`config.mk`:
```
export PLATFORM = sky130hd
export DESIGN_NAME = spio_port
export DESIGN_NICKNAME = d
export VERILOG_FILES = /design/src/spio_pkg.sv /design/src/spio_port.sv
export SDC_FILE = /design/constraint.sdc
export NUM_CORES = 1
export LEC_CHECK = 0
export BUFFER_PORTS_ARGS = -buffer_cell sky130_fd_sc_hd__buf_2
export CORE_MARGIN = 2
export CORE_UTILIZATION = 44
export CTS_BUF_LIST = sky130_fd_sc_hd__clkbuf_16
export DETAILED_ROUTE_END_ITERATION = 8
export PLACE_DENSITY_LB_ADDON = 0.3
export SLEW_MARGIN = 20
export SYNTH_ARGS = -nofsm -noshare
export SYNTH_HDL_FRONTEND = slang
export SYNTH_SLANG_ARGS = --single-unit
```
`constraint.sdc`:
```
create_clock -name mclk_in -period 1.9 [get_ports mclk_in]
set_input_delay 0.095 -clock mclk_in [delete_from_list [all_inputs] [get_ports mclk_in]]
set_output_delay 0.095 -clock mclk_in [all_outputs]
set_load 0.05 [all_outputs]
```
`src/spio_pkg.sv`:
```
// Shared constants for the shared-pin I/O port with change detection.
package spio_pkg;
  localparam int SPIO_NUM_PORTS = 3;
  localparam int SPIO_PORT_WIDTH = 16;
  localparam logic [15:0] SPIO_DIR_RESET = 16'hFFFF;
  localparam logic [15:0] SPIO_LAT_RESET = 16'h0000;
  localparam logic [15:0] SPIO_ODC_RESET = 16'h0000;
  localparam logic [15:0] SPIO_ANS_RESET = 16'hFFFF;
  localparam logic [15:0] SPIO_EDGE_RESET = 16'h0000;
  localparam logic [15:0] SPIO_FLAG_RESET = 16'h0000;
  localparam logic [15:0] SPIO_PULL_RESET = 16'h0000;
  localparam int SPIO_GLOBAL_IE_BIT = 3;
  localparam int SPIO_MODULE_EN_BIT = 15;
  localparam int SPIO_SUM_PORTA_BIT = 0;
  localparam int SPIO_SUM_PORTB_BIT = 1;
  localparam int SPIO_SUM_PORTC_BIT = 2;
  localparam int SPIO_SYNC_STAGES = 3;
endpackage : spio_pkg

```
`src/spio_port.sv`:
```
// One 16-bit shared-pin I/O port with edge-selective change detection.
`timescale 1ns/100ps
`default_nettype none

// Overview of operation
// - An enabled, driving peripheral owns the pin output; the pin stays readable.
// - Port output data never loops back into the peripheral input.
// - Direction bit 1 makes the pin an input; 0 drives the latch bit.
// - Every reset sets all direction bits so all pins are inputs.
// - Latch reads return stored latch contents; latch writes update it.
// - Pin-value reads return sampled pins; writes there go to the latch.
// - Unimplemented bits are disabled and read zero in latch, direction, pins.
// - Open-drain bit makes the output drive low only and release for high; here it is ignored on pins that a peripheral drives.
// - Analog-selected pins read zero and their digital input path is off.
// - Analog 1/dir 1 analog, 0/1 digital input, 0/0 digital output.
// - Rising enable set flags low-to-high transitions.
// - Falling enable set flags high-to-low transitions.
// - Both enables give one event per edge, two per pulse.
// - Events need global enable, module enable and a clear interrupt flag.
// - A detected edge sets the pin flag until software writes zero.
// - Summary flag is set while any flag of the port is set.
// - Hardware set beats a simultaneous software clear.
// - Edge capture must work with the system clock stopped; here edges are found only on mclk_in samples.
// - Each pin has separate weak pull-up and pull-down enables.
// - Summary bits sit at bit 0, 1, 2 for ports A, B, C; read only.
module spio_port import spio_pkg::*; #(
  parameter int WIDTH = SPIO_PORT_WIDTH,
  parameter logic [15:0] IMPL_MASK = 16'hFFFF
) (
  input wire logic mclk_in,
  input wire logic rst_in,
  input wire logic lat_wr_in,
  input wire logic port_wr_in,
  input wire logic [WIDTH-1:0] wdata_in,
  input wire logic dir_wr_in,
  input wire logic [WIDTH-1:0] dir_wdata_in,
  input wire logic odc_wr_in,
  input wire logic [WIDTH-1:0] odc_wdata_in,
  input wire logic ans_wr_in,
  input wire logic [WIDTH-1:0] ans_wdata_in,
  input wire logic edge_wr_in,
  input wire logic [WIDTH-1:0] rise_wdata_in,
  input wire logic [WIDTH-1:0] fall_wdata_in,
  input wire logic pull_wr_in,
  input wire logic [WIDTH-1:0] pu_wdata_in,
  input wire logic [WIDTH-1:0] pd_wdata_in,
  input wire logic flag_wr_in,
  input wire logic [WIDTH-1:0] flag_wdata_in,
  input wire logic global_ie_in,
  input wire logic module_en_in,
  input wire logic change_interrupt_flag_in,
  input wire logic [WIDTH-1:0] periph_en_in,
  input wire logic [WIDTH-1:0] periph_drive_in,
  input wire logic [WIDTH-1:0] periph_out_in,
  input wire logic [WIDTH-1:0] pin_in,
  output logic [WIDTH-1:0] pin_out,
  output logic [WIDTH-1:0] pin_oe_out,
  output logic [WIDTH-1:0] periph_in_out,
  output logic [WIDTH-1:0] pullup_en_out,
  output logic [WIDTH-1:0] pulldown_en_out,
  output logic [WIDTH-1:0] output_latch_bits_out,
  output logic [WIDTH-1:0] pin_direction_bits_out,
  output logic [WIDTH-1:0] pin_value_bits_out,
  output logic [WIDTH-1:0] pin_change_flags_out,
  output logic port_change_summary_flag_out
);

  if (WIDTH != SPIO_PORT_WIDTH) begin : g_width_check
    $error("spio_port: WIDTH must be 16");
  end

  // ==========================================================================
  // Configuration registers
  localparam logic [WIDTH-1:0] MASK = IMPL_MASK[WIDTH-1:0];
  logic [WIDTH-1:0] lat_q;
  logic [WIDTH-1:0] dir_q;
  logic [WIDTH-1:0] odc_q;
  logic [WIDTH-1:0] ans_q;
  logic [WIDTH-1:0] rise_q;
  logic [WIDTH-1:0] fall_q;
  logic [WIDTH-1:0] pu_q;
  logic [WIDTH-1:0] pd_q;
  logic [WIDTH-1:0] flag_q;
  logic [WIDTH-1:0] flag_d;
  logic [WIDTH-1:0] pin_value_q;

  always_ff @(posedge mclk_in) begin
    if (rst_in) begin
      lat_q <= SPIO_LAT_RESET;
      dir_q <= SPIO_DIR_RESET;
      odc_q <= SPIO_ODC_RESET;
      ans_q <= SPIO_ANS_RESET;
      rise_q <= SPIO_EDGE_RESET;
      fall_q <= SPIO_EDGE_RESET;
      pu_q <= SPIO_PULL_RESET;
      pd_q <= SPIO_PULL_RESET;
    end else begin
      // Writes to the pin-value register land in the latch.
      if (lat_wr_in || port_wr_in) begin
        lat_q <= wdata_in & MASK;
      end
      if (dir_wr_in) begin
        dir_q <= dir_wdata_in | ~MASK;
      end
      if (odc_wr_in) begin
        odc_q <= odc_wdata_in & MASK;
      end
      if (ans_wr_in) begin
        ans_q <= ans_wdata_in;
      end
      if (edge_wr_in) begin
        rise_q <= rise_wdata_in & MASK;
        fall_q <= fall_wdata_in & MASK;
      end
      if (pull_wr_in) begin
        pu_q <= pu_wdata_in & MASK;
        pd_q <= pd_wdata_in & MASK;
      end
    end
  end

  // ==========================================================================
  // Output ownership and pad drive
  wire [WIDTH-1:0] periph_owns = periph_en_in & periph_drive_in;
  wire [WIDTH-1:0] port_drives = ~dir_q & ~periph_owns & MASK;
  wire [WIDTH-1:0] out_data = (periph_owns & periph_out_in) | (~periph_owns & lat_q);
  wire [WIDTH-1:0] out_en = periph_owns | port_drives;

  // Open drain on a port-driven pin drives only a low; a high releases the pad.
  assign pin_out = out_data & ~(odc_q & ~periph_owns);
  assign pin_oe_out = out_en & ~(odc_q & ~periph_owns & lat_q);
  assign pullup_en_out = pu_q;
  assign pulldown_en_out = pd_q;

  // ==========================================================================
  // Input path: three-stage sampler, analog gating
  // Three stages, and a level counts only once the last two agree, so a
  // pad caught mid-transition never reaches the flags as a half edge.
  logic [WIDTH-1:0] sync1_q;
  logic [WIDTH-1:0] sync2_q;
  logic [WIDTH-1:0] sync3_q;
  wire [WIDTH-1:0] dig_in = ~ans_q & MASK;
  wire [WIDTH-1:0] agreed = (sync2_q == sync3_q) ? sync2_q : pin_value_q;

  always_ff @(posedge mclk_in) begin
    if (rst_in) begin
      sync1_q <= '0;
      sync2_q <= '0;
      sync3_q <= '0;
      pin_value_q <= '0;
    end else begin
      sync1_q <= pin_in;
      sync2_q <= sync1_q;
      sync3_q <= sync2_q;
      pin_value_q <= agreed & dig_in;
    end
  end

  // The peripheral sees the pad only; port-driven bits are masked out.
  assign periph_in_out = pin_value_q & ~port_drives;

  // ==========================================================================
  // Change detection and sticky flags
  // Edges are found on the sampled copy; in a stopped-clock sleep the pad
  // wake logic outside must hold the clock alive until the sample settles.
  logic [WIDTH-1:0] prev_q;
  wire armed = global_ie_in & module_en_in & ~change_interrupt_flag_in;
  wire [WIDTH-1:0] rise_ev = pin_value_q & ~prev_q & rise_q;
  wire [WIDTH-1:0] fall_ev = ~pin_value_q & prev_q & fall_q;
  wire [WIDTH-1:0] hw_set = (rise_ev | fall_ev) & {WIDTH{armed}};
  wire [WIDTH-1:0] sw_keep = flag_wr_in ? flag_wdata_in : {WIDTH{1'b1}};

  assign flag_d = ((flag_q & sw_keep) | hw_set) & MASK;

  always_ff @(posedge mclk_in) begin
    if (rst_in) begin
      prev_q <= '0;
      flag_q <= SPIO_FLAG_RESET;
    end else begin
      prev_q <= pin_value_q;
      flag_q <= flag_d;
    end
  end

  assign output_latch_bits_out = lat_q;
  assign pin_direction_bits_out = dir_q & MASK;
  assign pin_value_bits_out = pin_value_q;
  assign pin_change_flags_out = flag_q;
  // The integrator places each port's summary at SPIO_SUM_PORTA_BIT, _B_ or
  // _C_ of the status word; software cannot write it.
  assign port_change_summary_flag_out = |flag_q;
endmodule : spio_port

`default_nettype wire

```
==> flow_summary.json <==
{
  "start_util_pct": 44.50,
  "nets": 1660,
  "io-pin-count": 366,
  "clk_latency_ns": 0.51,
  "path_max_fanout": 6,
  "mostFrequentLayoutCell": "buf_2",
  "grt_pass1_vias": 8310,
  "root_buffer": "clkbuf_16",
  "syn-num-nets": 1147,
  "synth-seq-area-share_pct": 52.12,
  "synthesis.area_mm2": 0.008603,
  "netlist_instances": 926,
  "cp_data_arrival_time_ns": 1.59,
  "cts_buffers": 24,
  "p_leak_nw": 6.197,
  "avgSynthCellArea_um2": 9.291,
  "hold_class": "in -> reg",
  "grt_pass1_wl_mm": 42.30,
  "antenna_found_initial": 1,
  "track_usage_pct": 26.04,
  "cts.hold.buffers_added": 160,
  "required_ns": 1.80,
  "die_h_um": 143.8,
  "period_needed_ns": 1.681,
  "startpoint_type": "flip-flop",
  "post-route-period-util_pct": 88.49,
  "p_total_w": 0.01153,
  "rows": 51,
  "drt-initial-drc-count": 368,
  "yosys_warnings": 0,
  "clockBufferDepth": 3,
  "slew_headroom_pct": 56.65,
  "register_area_mm2": 0.004484,
  "drt-total-wl_mm": 28.19,
  "area_delta_synth_final_pct": 52.20,
  "clkTransAtPathRegs_ns": 0.06,
  "cap_violations": 0,
  "synth_seq_cells": 224,
  "setup_violations": 0,
  "cts_resized": 0,
  "routedWlPerCell_um": 16.38,
  "cts_setup_buffers": 0,
  "postRouteAntennaNets": 0,
  "core_mm2": 0.01933,
  "firstDrtPassIters": 7,
  "gp_congestion": 0.9081,
  "final_layout_size_suffix_gt1_share_pct": 28.32,
  "dp_hpwl_mm": 18.81,
  "outcome": "complete, no violations",
  "multi_input_comb_area_mm2": 0.003921,
  "tns_ns": 0,
  "path_class": "reg -> out",
  "grt_max_degree": 88,
  "drc": 0,
  "fillers": 1492,
  "io_buffers": 365,
  "die_w_um": 143.8,
  "r2r_start": "sync2_q[10]$_SDFF_PP0_",
  "reg2regPathDepth": 5,
  "fin_worst_skew_ns": 0.009628,
  "hold_depth": 5,
  "yosys.cell_types.count": 22,
  "cts_max_level": 1,
  "tritoncts": "yes",
  "finish.utilization_pct": 67.72,
  "final_max_slew_viol_count": 0,
  "via_per_inst": 4.904,
  "peakVddDrop_uv": 782.8,
  "worstMarginPinSlew_ns": 0.6502,
  "cts.sinks": 224,
  "pwr_density_cell_mw_per_mm2": 880.3,
  "hold_path_end": "pin_change_flags_out[6]$_SDFF_PP0_",
  "pre_cts_ws_ns": 0.2474,
  "worst-r2r-setup-slack_ns": 0.23,
  "mostFrequentLayoutCells": "buf_2, dfxtp_1, dlygate4sd3_1",
  "setup_ws_ns": 0.2187,
  "vias": 8439,
  "grt_overflow_total": 0,
  "die_area_mm2": 0.02069,
  "hold_viol": 0,
  "endpoint_kind": "output pin",
  "r2r-end": "pin_value_bits_out[2]$_SDFF_PP0_",
  "rsz0062_at_grt": "false",
  "worstHoldStart": "change_interrupt_flag_in",
  "max_freq_mhz": 594.8
}
## area by class of cell
| cell class | instances | share of cell area, % |
|---|---|---|
| Antenna cell | 1 | 0.01911 |
| Timing Repair Buffer | 534 | 27.22 |
| Sequential cell | 224 | 34.25 |
| Multi-Input combinational cell | 654 | 29.95 |
| Clock inverter | 18 | 1.414 |
| Inverter | 1 | 0.02867 |
| Clock buffer | 24 | 4.587 |
| Tap cell | 265 | 2.532 |
## worst max-delay path: stages, from the launching register on
cell     delay (ns)
dfxtp_1        0.46
nor2b_1        0.30
buf_2          0.32
## through the flow
stage	hold slack (ns)	cell area (um2)	cells
after global routing	0.05447	13090	1721
after detailed placement	0.3022	10700	1518
after floorplan	0.2129	8603	926
final	0.04198	13090	1721
after CTS	0.02224	13090	1720
after global placement	0.2989	10700	1518
## cell usage after synthesis (all sizes together)
library cell  number  area [um2]
a211o             32       280.3
a21o              16       120.1
a21oi             48       240.2
buf               14       70.07
clkbuf            33       123.9
dfxtp            224        4484
inv                1       3.750
mux2i             96       960.9
nand2            145       544.3
nand3             16       80.08
nand3b            32       240.2
nand4              5       31.28
nor2              98       367.9
nor2b            112       703.2
nor4               5       46.29
o21ai             32       160.2
or2                1       6.260
xnor2             16       140.1
## how the worst max path moves through the flow
stage,from,endpoint,slack [ns],cells after the start
global placement,sync2_q[10]$_SDFF_PP0_,pin_value_bits_out[15]$_SDFF_PP0_,0.38,5
global route,sync2_q[9]$_SDFF_PP0_,pin_value_bits_out[2]$_SDFF_PP0_,0.11,5
floorplan,sync2_q[9]$_SDFF_PP0_,pin_value_bits_out[10]$_SDFF_PP0_,0.29,5
detailed placement,sync2_q[10]$_SDFF_PP0_,pin_value_bits_out[3]$_SDFF_PP0_,0.25,5
CTS,pin_value_bits_out[7]$_SDFF_PP0_,periph_in_out[7],0.19,2
finish,pin_value_bits_out[7]$_SDFF_PP0_,periph_in_out[7],0.22,2
## per-layer routing
metal	share of wire, %	routed length [um]	track usage (%)
met1	40	11280	30.87
met4	5.2	1452	13.11
met5	0	0	0
met2	48	13610	45.11
met3	6.6	1852	4.798
## power breakdown
part / switching (W) / total, W / leakage, nW / internal, W
Combinational: 0.00110 / 0.00187 / 3.95 / 0.000765
Sequential: 0.000137 / 0.00505 / 1.84 / 0.00491
Clock: 0.00188 / 0.00461 / 0.401 / 0.00273
## logic make-up (layout without fill, tap and decap cells)
group,Yosys count,after routing,synth area share [%]
mux,96,96,11.17
compound gates,128,128,9.308
flops,224,224,52.12
simple gates,414,414,23.47
buf+inv,48,577,2.298
xor+xnor,16,16,1.629
other cells,0,1,0
No activity file was read; power rests on OpenSTA's default activity.
